--- src/hw/tprs_regs.svh ---
// register map, field positions and timing counts of the tone pair receiver
`ifndef TPRS_REGS_SVH
`define TPRS_REGS_SVH

`define TPRS_CLK_HZ        10_000_000
`define TPRS_OSC_XTAL_HZ   3_579_545

`define TPRS_OFS_CTRL      8'h00
`define TPRS_OFS_STATUS    8'h04
`define TPRS_OFS_RXDATA    8'h08

`define TPRS_CTRL_RXPD     0
`define TPRS_CTRL_TXDIS    1
`define TPRS_CTRL_IRQMODE  2
`define TPRS_STAT_EST      0
`define TPRS_STAT_GUARD    1
`define TPRS_STAT_VALID    2
`define TPRS_STAT_DSTEER   3

`define TPRS_CTRL_RESET    3'h0

`define TPRS_GTP_US        40
`define TPRS_GTA_US        40
`define TPRS_SETTLE_NS     1000
`define TPRS_GTP_CYC   ((`TPRS_GTP_US * (`TPRS_CLK_HZ / 1_000_000)))
`define TPRS_GTA_CYC   ((`TPRS_GTA_US * (`TPRS_CLK_HZ / 1_000_000)))
`define TPRS_SETTLE_CYC ((`TPRS_SETTLE_NS * (`TPRS_CLK_HZ / 1_000_000)) / 1000)

`define TPRS_TOL_PERMIL    15
`define TPRS_LOW_LOSS_HZ   680
`define TPRS_HIGH_LOSS_HZ  1190

`endif

--- src/hw/tprs_pkg.sv ---
// types shared by the tone pair receive steering block
package tprs_pkg;

  typedef enum logic [2:0] {
    STEER_IDLE,
    STEER_QUALIFY,
    STEER_SETTLE,
    STEER_HELD
  } tprs_steer_t;

  typedef struct packed {
    logic        awvalid;
    logic [7:0]  awaddr;
    logic        wvalid;
    logic [31:0] wdata;
    logic [3:0]  wstrb;
    logic        bready;
    logic        arvalid;
    logic [7:0]  araddr;
    logic        rready;
  } tprs_axi_req_t;

  typedef struct packed {
    logic        awready;
    logic        wready;
    logic        bvalid;
    logic [1:0]  bresp;
    logic        arready;
    logic        rvalid;
    logic [31:0] rdata;
    logic [1:0]  rresp;
  } tprs_axi_rsp_t;

  typedef struct packed {
    logic       toneOe;
    logic       irqOut;
    logic       irqOe;
    logic       guardOut;
    logic       guardOe;
    logic       hostBusOe;
    logic       earlyToneDetect;
  } tprs_pins_t;

  typedef struct packed {
    logic [2:0]  lowSync;
    logic [2:0]  highSync;
    logic [1:0]  pdSync;
    logic [15:0] lowCnt;
    logic [15:0] highCnt;
    logic        lowValid;
    logic        highValid;
    logic [1:0]  lowIdx;
    logic [1:0]  highIdx;
    logic        early_tone_detect;
    tprs_steer_t steer;
    logic [23:0] guardCnt;
    logic        guard;
    logic        delayedSteering;
    logic [3:0]  pendCode;
    logic [3:0]  rxData;
    logic        rxDataValid;
    logic        irqPend;
    logic [2:0]  ctrl;
    logic        awHeld;
    logic [7:0]  awAddr;
    logic        wHeld;
    logic [31:0] wData;
    logic [3:0]  wStrb;
    logic        bvalid;
    logic [1:0]  bresp;
    logic        rvalid;
    logic [31:0] rdata;
    logic [1:0]  rresp;
  } tprs_state_t;

endpackage

--- src/hw/tprs_receive_steering.sv ---
// tone pair receive steering core with axi4-lite registers
//
// The implementer's own choices: the AXI4-Lite register port and the register addresses.
`timescale 1ns/10ps
`include "tprs_regs.svh"

module tprs_receive_steering #(
  parameter logic [23:0] GTP_CYC    = 24'(`TPRS_GTP_CYC),
  parameter logic [23:0] GTA_CYC    = 24'(`TPRS_GTA_CYC),
  parameter logic [23:0] SETTLE_CYC = 24'(`TPRS_SETTLE_CYC)
) (
  input  wire logic                    clock,
  input  wire logic                    sys_rst,
  input  wire tprs_pkg::tprs_axi_req_t axiReq,
  output tprs_pkg::tprs_axi_rsp_t      axiRsp,
  input  wire logic                    lowToneSquare,
  input  wire logic                    highToneSquare,
  input  wire logic                    chipPowerDownPin,
  output tprs_pkg::tprs_pins_t         pins
);

  // band limits in cycles, one oscillator clock for all timing
  localparam int CLK_HZ = `TPRS_CLK_HZ;
  localparam int TOL    = `TPRS_TOL_PERMIL;
  localparam int LOW_HZ  [4] = '{697, 770, 852, 941};
  localparam int HIGH_HZ [4] = '{1209, 1336, 1477, 1633};
  localparam logic [15:0] LOW_LOSS  =
    16'(CLK_HZ / `TPRS_LOW_LOSS_HZ);
  localparam logic [15:0] HIGH_LOSS =
    16'(CLK_HZ / `TPRS_HIGH_LOSS_HZ);

  tprs_pkg::tprs_state_t cur;
  tprs_pkg::tprs_state_t nxt;

  logic fullPd;
  logic rxPd;
  logic txPd;
  logic lowEdge;
  logic highEdge;
  logic lowHit;
  logic highHit;
  logic [1:0] lowBand;
  logic [1:0] highBand;
  logic wrFire;
  logic rdFire;
  logic dsRise;
  logic statusRead;

  // period counting: a period matches when inside the tolerance band
  function automatic logic [2:0] classify(input logic [15:0] per,
                                          input logic        hiGrp);
    logic [2:0] res;
    int         nom;
    res = 3'h0;
    for (int i = 0; i < 4; i++) begin
      nom = CLK_HZ / (hiGrp ? HIGH_HZ[i] : LOW_HZ[i]);
      if (int'(per) * 1000 >= nom * (1000 - TOL) &&
          int'(per) * 1000 <= nom * (1000 + TOL)) begin
        res = {1'b1, 2'(i)};
      end
    end
    return res;
  endfunction

  // row is the low tone, column the high tone
  function automatic logic [3:0] encode(input logic [1:0] row,
                                        input logic [1:0] col);
    logic [3:0] code;
    code = 4'h0;
    if (col == 2'h3) begin
      code = (row == 2'h3) ? 4'h0 : 4'(4'hD + {2'h0, row});
    end else if (row == 2'h3) begin
      unique case (col)
        2'h0:    code = 4'hB;
        2'h1:    code = 4'hA;
        default: code = 4'hC;
      endcase
    end else begin
      code = 4'(row * 2'h3 + {2'h0, col} + 4'h1);
    end
    return code;
  endfunction

  always_comb begin
    nxt = cur;

    // power-down pin wins over the register bits
    fullPd = cur.pdSync[1] |
             (cur.ctrl[`TPRS_CTRL_RXPD] & cur.ctrl[`TPRS_CTRL_TXDIS]);
    rxPd   = fullPd | cur.ctrl[`TPRS_CTRL_RXPD];
    txPd   = fullPd | cur.ctrl[`TPRS_CTRL_TXDIS];

    nxt.lowSync  = {cur.lowSync[1:0], lowToneSquare};
    nxt.highSync = {cur.highSync[1:0], highToneSquare};
    nxt.pdSync   = {cur.pdSync[0], chipPowerDownPin};
    lowEdge  = cur.lowSync[1] & ~cur.lowSync[2];
    highEdge = cur.highSync[1] & ~cur.highSync[2];
    {lowHit, lowBand}   = classify(cur.lowCnt, 1'b0);
    {highHit, highBand} = classify(cur.highCnt, 1'b1);

    // low group period meter; silence past the loss limit drops it
    if (lowEdge) begin
      nxt.lowCnt   = 16'h0000;
      nxt.lowValid = lowHit;
      nxt.lowIdx   = lowBand;
    end else if (cur.lowCnt >= LOW_LOSS) begin
      nxt.lowValid = 1'b0;
    end else begin
      nxt.lowCnt = cur.lowCnt + 16'h0001;
    end

    if (highEdge) begin
      nxt.highCnt   = 16'h0000;
      nxt.highValid = highHit;
      nxt.highIdx   = highBand;
    end else if (cur.highCnt >= HIGH_LOSS) begin
      nxt.highValid = 1'b0;
    end else begin
      nxt.highCnt = cur.highCnt + 16'h0001;
    end

    // early detect follows the pair condition with no hold-over
    nxt.early_tone_detect = nxt.lowValid & nxt.highValid & ~rxPd;

    // steering: the rc network is replaced by guard counters
    dsRise = 1'b0;
    unique case (cur.steer)
      tprs_pkg::STEER_IDLE: begin
        nxt.guardCnt = 24'h00_0000;
        if (cur.early_tone_detect) begin
          nxt.steer    = tprs_pkg::STEER_QUALIFY;
          nxt.guardCnt = 24'h00_0001;
        end
      end
      tprs_pkg::STEER_QUALIFY: begin
        if (!cur.early_tone_detect) begin
          // too short to count as a tone
          nxt.steer = tprs_pkg::STEER_IDLE;
        end else if (cur.guardCnt >= GTP_CYC) begin
          nxt.pendCode = encode(cur.lowIdx, cur.highIdx);
          nxt.steer    = tprs_pkg::STEER_SETTLE;
          nxt.guardCnt = 24'h00_0000;
        end else begin
          nxt.guardCnt = cur.guardCnt + 24'h00_0001;
        end
      end
      tprs_pkg::STEER_SETTLE: begin
        // the pair is already registered; only the latch settles
        if (cur.guardCnt + 24'h00_0001 >= SETTLE_CYC) begin
          nxt.steer           = tprs_pkg::STEER_HELD;
          nxt.guardCnt        = 24'h00_0000;
          nxt.delayedSteering = 1'b1;
          dsRise              = 1'b1;
        end else begin
          nxt.guardCnt = cur.guardCnt + 24'h00_0001;
        end
      end
      tprs_pkg::STEER_HELD: begin
        if (cur.early_tone_detect) begin
          // a dropout shorter than the pause guard is forgiven
          nxt.guardCnt = 24'h00_0000;
        end else if (cur.guardCnt + 24'h00_0001 >= GTA_CYC) begin
          nxt.steer           = tprs_pkg::STEER_IDLE;
          nxt.delayedSteering = 1'b0;
          nxt.guardCnt        = 24'h00_0000;
        end else begin
          nxt.guardCnt = cur.guardCnt + 24'h00_0001;
        end
      end
      default: nxt.steer = tprs_pkg::STEER_IDLE;
    endcase

    // latch moves only on the steering rise, never earlier
    if (dsRise) begin
      nxt.rxData = cur.pendCode;
    end

    nxt.guard = (nxt.steer == tprs_pkg::STEER_SETTLE ||
                 nxt.steer == tprs_pkg::STEER_HELD) & nxt.early_tone_detect;

    // axi4-lite write: address and data taken in either order
    if (axiReq.awvalid && !cur.awHeld) begin
      nxt.awHeld = 1'b1;
      nxt.awAddr = axiReq.awaddr;
    end
    if (axiReq.wvalid && !cur.wHeld) begin
      nxt.wHeld = 1'b1;
      nxt.wData = axiReq.wdata;
      nxt.wStrb = axiReq.wstrb;
    end
    wrFire = cur.awHeld & cur.wHeld & ~cur.bvalid;
    if (wrFire) begin
      nxt.awHeld = 1'b0;
      nxt.wHeld  = 1'b0;
      nxt.bvalid = 1'b1;
      nxt.bresp  = 2'h0;
      unique case (cur.awAddr)
        `TPRS_OFS_CTRL: begin
          if (cur.wStrb[0]) begin
            nxt.ctrl = cur.wData[2:0];
          end
        end
        `TPRS_OFS_STATUS, `TPRS_OFS_RXDATA: ;
        default: nxt.bresp = 2'h2;
      endcase
    end
    if (cur.bvalid && axiReq.bready) begin
      nxt.bvalid = 1'b0;
    end

    // axi4-lite read: one cycle from address to data
    rdFire     = axiReq.arvalid & ~cur.rvalid;
    statusRead = 1'b0;
    if (rdFire) begin
      nxt.rvalid = 1'b1;
      nxt.rresp  = 2'h0;
      nxt.rdata  = 32'h0000_0000;
      unique case (axiReq.araddr)
        `TPRS_OFS_CTRL: nxt.rdata[2:0] = cur.ctrl;
        `TPRS_OFS_STATUS: begin
          statusRead = 1'b1;
          nxt.rdata[`TPRS_STAT_EST]    = cur.early_tone_detect;
          nxt.rdata[`TPRS_STAT_GUARD]  = cur.guard;
          nxt.rdata[`TPRS_STAT_VALID]  = cur.rxDataValid;
          nxt.rdata[`TPRS_STAT_DSTEER] = cur.delayedSteering;
        end
        `TPRS_OFS_RXDATA: nxt.rdata[3:0] = cur.rxData;
        default: nxt.rresp = 2'h2;
      endcase
    end else if (cur.rvalid && axiReq.rready) begin
      nxt.rvalid = 1'b0;
    end

    // clear first so a rise in the same cycle still sets
    if (statusRead) begin
      nxt.rxDataValid = 1'b0;
      nxt.irqPend     = 1'b0;
    end
    if (dsRise) begin
      nxt.rxDataValid = 1'b1;
      nxt.irqPend     = 1'b1;
    end

    // tone detection, steering and pending irq state is held cleared while powered down; rxData and rxDataValid keep their values
    if (rxPd) begin
      nxt.lowValid        = 1'b0;
      nxt.highValid       = 1'b0;
      nxt.lowCnt          = 16'h0000;
      nxt.highCnt         = 16'h0000;
      nxt.early_tone_detect             = 1'b0;
      nxt.steer           = tprs_pkg::STEER_IDLE;
      nxt.guardCnt        = 24'h00_0000;
      nxt.guard           = 1'b0;
      nxt.delayedSteering = 1'b0;
      nxt.irqPend         = 1'b0;
    end
  end

  always_ff @(posedge clock) begin
    if (sys_rst) begin
      cur      <= '0;
      cur.ctrl <= `TPRS_CTRL_RESET;
    end else begin
      cur <= nxt;
    end
  end

  assign axiRsp.awready = ~cur.awHeld;
  assign axiRsp.wready  = ~cur.wHeld;
  assign axiRsp.bvalid  = cur.bvalid;
  assign axiRsp.bresp   = cur.bresp;
  assign axiRsp.arready = ~cur.rvalid;
  assign axiRsp.rvalid  = cur.rvalid;
  assign axiRsp.rdata   = cur.rdata;
  assign axiRsp.rresp   = cur.rresp;

  // open-drain interrupt only ever pulls low
  assign pins.irqOut          = 1'b0;
  assign pins.irqOe           = cur.ctrl[`TPRS_CTRL_IRQMODE] & cur.irqPend &
                                cur.delayedSteering & ~fullPd;
  assign pins.toneOe          = ~txPd;
  assign pins.guardOut        = cur.guard;
  assign pins.guardOe         = ~rxPd;
  assign pins.hostBusOe       = ~fullPd;
  assign pins.earlyToneDetect = cur.early_tone_detect;

endmodule // tprs_receive_steering

--- config.mk ---
export PLATFORM = sky130hd
export DESIGN_NAME = tprs_receive_steering
export DESIGN_NICKNAME = d
export VERILOG_FILES = /design/src/hw/tprs_pkg.sv /design/src/hw/tprs_receive_steering.sv
export VERILOG_INCLUDE_DIRS = /design/src /design/src/hw
export SDC_FILE = /design/constraint.sdc
export NUM_CORES = 1
export LEC_CHECK = 0
export BUFFER_PORTS_ARGS = -buffer_cell sky130_fd_sc_hd__buf_2
export CELL_PAD_IN_SITES_DETAIL_PLACEMENT = 0
export CELL_PAD_IN_SITES_GLOBAL_PLACEMENT = 1
export CORE_ASPECT_RATIO = 0.7
export CORE_MARGIN = 2
export CORE_UTILIZATION = 40
export CTS_CLUSTER_SIZE = 30
export DETAILED_ROUTE_END_ITERATION = 10
export PLACE_DENSITY = 0.78
export RECOVER_POWER = 50
export SETUP_SLACK_MARGIN = 0.4
export SYNTH_ARGS = -nofsm -noshare
export SYNTH_HDL_FRONTEND = slang
export SYNTH_SLANG_ARGS = --single-unit
--- constraint.sdc ---
create_clock -name clock -period 6.3 [get_ports clock]
set_input_delay 1.26 -clock clock [delete_from_list [all_inputs] [get_ports clock]]
set_output_delay 1.26 -clock clock [all_outputs]
set_load 0.01 [all_outputs]
After elaboration in Yosys (flattened, before gate mapping)
Index checks and enable logic that the tools add are counted.
{"block": "totals", "reg_bits": 113, "in_bits": 62, "output_inout_bits": 48, "wordCells": 178}
{"block": "op_classes", "addsub": 6, "multipliers": 3, "magnitude_cmp": 21, "eq_ne": 16, "mux": 45, "bitwise_logic": 24, "reduce_logical": 34}
{"cell": ">= comparator 32 x 24 -> 1 bit (second input constant)", "n": 4}
{"cell": ">= comparator 32 x 25 -> 1 bit (second input constant)", "n": 4}
{"cell": "less-or-equal comparator 32 x 25 -> 1 bit (second input constant)", "n": 4}
{"cell": "2-to-1 mux 24 bit", "n": 5}
{"cell": "one-hot mux 24 bit (4 select lines)", "n": 1}
{"cell": "less-or-equal comparator 32 x 24 -> 1 bit (second input constant)", "n": 2}
{"cell": ">= comparator 24 x 9 -> 1 bit (second input constant)", "n": 2}
{"cell": "multiplier 16 x 7 -> 23 bit (second input constant)", "n": 2}
{"cell": "2-to-1 mux 3 bit", "n": 13}
{"cell": "adder 16 x 1 -> 16 bit (second input constant)", "n": 2}
{"cell": ">= comparator 16 x 14 -> 1 bit (second input constant)", "n": 2}
{"cell": "2-to-1 mux 27 bit", "n": 1}
{"cell": "less-or-equal comparator 26 x 23 -> 1 bit (second input constant)", "n": 1}
{"cell": "less-or-equal comparator 26 x 24 -> 1 bit (second input constant)", "n": 1}
{"cell": "adder 24 x 1 -> 24 bit (second input constant)", "n": 1}
{"cell": ">= comparator 24 x 4 -> 1 bit (second input constant)", "n": 1}
{"cell": "equality test 8 x 3 -> 1 bit (second input constant)", "n": 2}
{"cell": "equality test 8 x 4 -> 1 bit (second input constant)", "n": 2}
{"cell": "logical NOT 8 bit", "n": 2}
{"cell": "2-to-1 mux 1 bit", "n": 13}
{"cell": "bitwise AND 1 bit", "n": 12}
{"cell": "equality test 3 x 2 -> 1 bit (second input constant)", "n": 4}
{"cell": "logical AND 1 bit", "n": 12}
{"cell": "2-to-1 mux 4 bit", "n": 3}
{"cell": "26 further kinds", "n": 53}

Logic depth before layout (Yosys ltp)
{"block": "depth", "depth_word": 11, "mapped_depth": 21, "ltp_nobuf": 20}

Least setup slack after synthesis
Ideal clock, no wire load.
{"block": "synth_path", "path_type": "register to register", "from": "reg cur[135] in the netlist's numbering", "to": "reg cur, in the netlist pins[3]", "setup_ns": 0.115, "arrival_time_ns": 5.200, "required_time_ns": 6.185, "setup_slack_ns": 0.984, "path_stages_with_launch": 18, "n_path_buf": 0, "period_less_slack_ns": 5.316, "cell_sequence": "dfxtp_1 -> inv_1 -> fa_1 -> fa_1 -> fa_1 -> fa_1 -> inv_1 -> ha_1 -> and2_4 -> a221oi_4 -> nand2_2 -> o311a_4 -> or3b_1 -> or4_1 -> nand4_1 -> o311a_2 -> a31oi_1 -> and3_1"}
{"block": "synth_via", "elab_chain_len": 11, "elab_cells_between_ends": 23, "classes_between": "mul: 1; order compare: 9; mux: 6; bitwise: 3; reduce/logical: 4"}
{"item": "start: declaration", "line_no": "tprs_receive_steering.sv:32", "source": "tprs_pkg::tprs_state_t cur;"}
{"item": "start signal: assignment", "line_no": "tprs_receive_steering.sv:264", "source": "cur <= nxt;"}
{"item": "multiplier 16 x 7 -> 23 bit", "line_no": "tprs_receive_steering.sv:57, tprs_receive_steering.sv:58"}
{"item": ">= comparator 32 x 24 -> 1 bit or less-or-equal comparator 32 x 25 -> 1 bit (tied branches)", "line_no": "tprs_receive_steering.sv:57, tprs_receive_steering.sv:58"}
{"item": "logical AND 1 bit", "line_no": "tprs_receive_steering.sv:57", "source": "if (int'(per) * 1000 >= nom * (1000 - TOL) &&"}
{"item": "2-to-1 mux 3 bit (4 in series)", "line_no": "tprs_receive_steering.sv:57"}
{"item": "2-to-1 mux 1 bit (*)", "line_no": "tprs_receive_steering.sv:112", "source": "if (highEdge) begin"}
{"item": "bitwise AND 1 bit (*) (2 in series)", "line_no": "tprs_receive_steering.sv:123", "source": "nxt.early_tone_detect = nxt.lowValid & nxt.highValid & ~rxPd;"}
{"item": "bitwise AND 1 bit (*)", "line_no": "tprs_receive_steering.sv:179", "source": "nxt.steer == tprs_pkg::STEER_HELD) & nxt.early_tone_detect;"}
Mark *: on every way between the ends. The rest lies on a longest branch, timed or not.
A chain may end at the register's enable or synchronous reset.

Final worst setup path
{"block": "layout_path", "from": "reg cur[157] in the netlist's numbering", "to": "reg cur, in the netlist pins[0]"}
{"block": "layout_via", "elab_chain_len": 10, "elab_cells_between_ends": 22, "classes_between": "mul: 1; order compare: 9; mux: 6; bitwise: 2; reduce/logical: 4"}
{"item": "multiplier 16 x 7 -> 23 bit", "line_no": "tprs_receive_steering.sv:57, tprs_receive_steering.sv:58"}
{"item": ">= comparator 32 x 25 -> 1 bit or less-or-equal comparator 32 x 25 -> 1 bit (tied branches)", "line_no": "tprs_receive_steering.sv:57, tprs_receive_steering.sv:58"}
{"item": "logical AND 1 bit", "line_no": "tprs_receive_steering.sv:57"}
{"item": "2-to-1 mux 3 bit (4 in series)", "line_no": "tprs_receive_steering.sv:57"}
{"item": "2-to-1 mux 1 bit (*)", "line_no": "tprs_receive_steering.sv:102", "source": "if (lowEdge) begin"}
{"item": "bitwise AND 1 bit (*) (2 in series)", "line_no": "tprs_receive_steering.sv:123"}
Marks and branches as above.

==> impl_metrics.json <==
{
  "outcome": "finished, violations left",
  "failed_checks": "max-capacitance violations, max-slew violations",
  "grt_pass1_vias": 9766,
  "setup_violations": 0,
  "htreeDepth": 3,
  "crit_path_max_fanout": 9,
  "avgRoutedWirePerCell_um": 15.27,
  "syn_inst": 1482,
  "synth_most_common_cell": "inv_1",
  "grt.overflow.total": 0,
  "clockBufferDepth": 2,
  "r2r_start": "cur[157]",
  "drc_errors": 0,
  "yosys-top-cells-area": "dfxtp_1 (18%), fa_1 (17%), ha_1 (13%)",
  "synth_top_flop_cell": "dfxtp_1",
  "cts_tree": "yes",
  "crit_arrival_ns": 5.98,
  "min_path_type": "flip-flop to flip-flop",
  "dpl-instance-area_um2": 13070,
  "dr_total_vias": 10370,
  "synth_edf_count": 0,
  "seq_area_um2": 2236,
  "hpwl_mm": 23.40,
  "rsz0062_at_grt": "yes",
  "startpoint": "cur[157]",
  "ant_nets": 0,
  "place_ws_ns": 0.1399,
  "antenna_found_initial": 0,
  "clock-sinks": 111,
  "core_um2": 31150,
  "power_density_nw_per_um2": 119.4,
  "whs_ns": 0.4585,
  "ys_types": 92,
  "cts_buffers": 9,
  "io_pins": 110,
  "yosysWarnings": 0,
  "cp_data_required_time_ns": 6.63,
  "nets": 1798,
  "nFillCells": 3132,
  "finalWirelength_mm": 29.38,
  "hold_violations": 0,
  "drt_iter0_drc": 803,
  "fmax_mhz": 176.7,
  "fin_ws_ns": 0.6420,
  "fp-row-count": 54,
  "p_leak_nw": 5.970,
  "syn_area_um2": 12670,
  "drive_above_1_share_pct": 10.90,
  "postCtsHoldBufs": 0,
  "report.final.slew_viol_count": 46,
  "ys_seq_area_share_pct": 17.53,
  "hold_path_startpoint": "cur[167]",
  "max-slew-margin-rel_pct": -32.58,
  "multiInputGateArea_um2": 9488,
  "syn_avg_cell_area_um2": 8.552,
  "grt_max_degree": 46,
  "yosysTopAreaCell": "dfxtp_1",
  "insertedDiodeCount": 0,
  "first_pass_iters": 5,
  "fp.dieW_um": 216.8,
  "tns_ns": 0,
  "insertion_delay_ns": 0.37,
  "initial_core_util_pct": 40.69,
  "port_buffers": 46,
  "fin_area_um2": 13640,
  "worst_setup_path_end_kind": "flip-flop",
  "maxCapViolations": 1,
  "synthArstFlopShare_pct": 0,
  "area_growth_pct": 7.621,
  "tightest_slew_ns": 1.989,
  "period_share_pct": 89.81,
  "grt_usage_pct": 18.09,
  "place_congestion": 0.8556,
  "clk_pin_slew_worst_paths_ns": 0.09,
  "fin_util_pct": 43.79,
  "period_minus_slack_ns": 5.658,
  "die_h_um": 152.9,
  "synth_common_cells": "inv_1 (179), nor2_1 (144), ha_1 (127)",
  "grt_pass1_wl_mm": 49.67,
  "synth_seq_cells": 111,
  "skew_ns": 0.007489,
  "yosys.area.top_type_share_pct": 17.53,
  "avgViaCountPerCell": 5.389,
  "path_class": "flip-flop to flip-flop",
  "die-area_um2": 33150,
  "peakVddDrop_mv": 0.1194,
  "cts-root-buf": "clkbuf_16",
  "start_kind": "flip-flop"
}
metal layers:
| metal | share of wire, % | vias to the layer above | wire, um | track usage (%) |
|---|---|---|---|---|
| li1 | - | 5144 | - | - |
| met5 | 0 | - | 0 | 0 |
| met3 | 5.1 | 14 | 1511 | 2.886 |
| met4 | 0.83 | 0 | 245 | 3.229 |
| met2 | 39 | 244 | 11490 | 24.85 |
| met1 | 55 | 4966 | 16140 | 29.32 |
cells in the final DEF, fill, tap and decap left out, types with 11 or more instances in the layout:
cell type    n
ha_1       116
nand2_1     75
o21ai_0     34
o211ai_1    13
a21o_1      22
fa_1       110
inv_1      166
clkbuf_1    14
nand4_1     17
or2_2       11
and4_1      12
ha_2        11
or3_1       13
dfxtp_1    100
xnor2_1     46
conb_1      32
nor3_1      31
a31oi_1     12
a211oi_1    23
mux2i_1     29
buf_4       23
buf_2       33
dfxtp_2     11
nor4_1      17
and3_1      37
nor2_1     144
a21oi_1     57
and2_1      15
nand3_1     37
nor2b_1     15
xor2_1      12
metrics by stage:
stage | cells | total power, W
after floorplan | 1513 | 0.0009763
after global placement | 1892 | 0.001021
after detailed placement | 1892 | 0.001027
after CTS | 1910 | 0.001656
after global routing | 1924 | 0.001719
final | 1924 | 0.001629
layout make-up:
cell class                      count  area share, %
Sequential cell                   111          16.39
Tap cell                          420          3.852
Multi-Input combinational cell   1128          69.56
Clock inverter                      7         0.5962
Clock buffer                        9          1.651
Timing Repair Buffer               70          2.862
Inverter                          179          5.091
registers in the layout, summed over array words and instances (netlist names):
name	cells
axiRsp	8
cur	101
pins	2
critical path: stages, from the launching register on:
cell        delay (ns)
dfxtp_2           0.39
clkinvlp_4        0.18
fa_1              0.53
fa_1              0.52
inv_1             0.05
fa_1              0.50
inv_1             0.05
fa_1              0.50
inv_1             0.04
ha_2              0.36
a21o_1            0.30
a221o_1           0.33
a211o_1           0.28
a221oi_4          0.37
o31a_1            0.20
nand4_1           0.21
a2111oi_2         0.32
nor4_1            0.13
nor3_2            0.19
and2_1            0.14
repair_timing:
action	4_1_cts	5_1_grt
pin swaps	0	6
buffers inserted	2	14
gates resized for setup	6	57
cloned	0	0
setup endpoints to repair	3	7
path summary, 6_finish.rpt:
path,endpoint,slack (ns),cells after the start
setup reg to reg,pins[0],0.64,19
hold / removal,cur[168],0.46,1
setup / recovery,pins[0],0.64,19
hold reg to reg,cur[168],0.46,1
logic make-up (layout without fill, tap and decap cells):
kind of cell    Yosys count  count (layout)  synth area share (%)
other cells               1              32               0.02959
fa+ha+maj               237             237                 29.91
flops                   111             111                 17.53
xor+xnor                 59              59                 4.077
mux                      29              29                 2.290
simple gates            462             462                 18.44
compound gates          309             309                 18.13
buf+inv                 274             265                 9.585
power by group:
part	internal [W]	switching, W
logic	0.000106	0.000174
clock network	0.000287	0.000330
registers	0.000717	0.0000153
total	0.00111	0.000520
No activity file was read; power rests on OpenSTA's default activity.
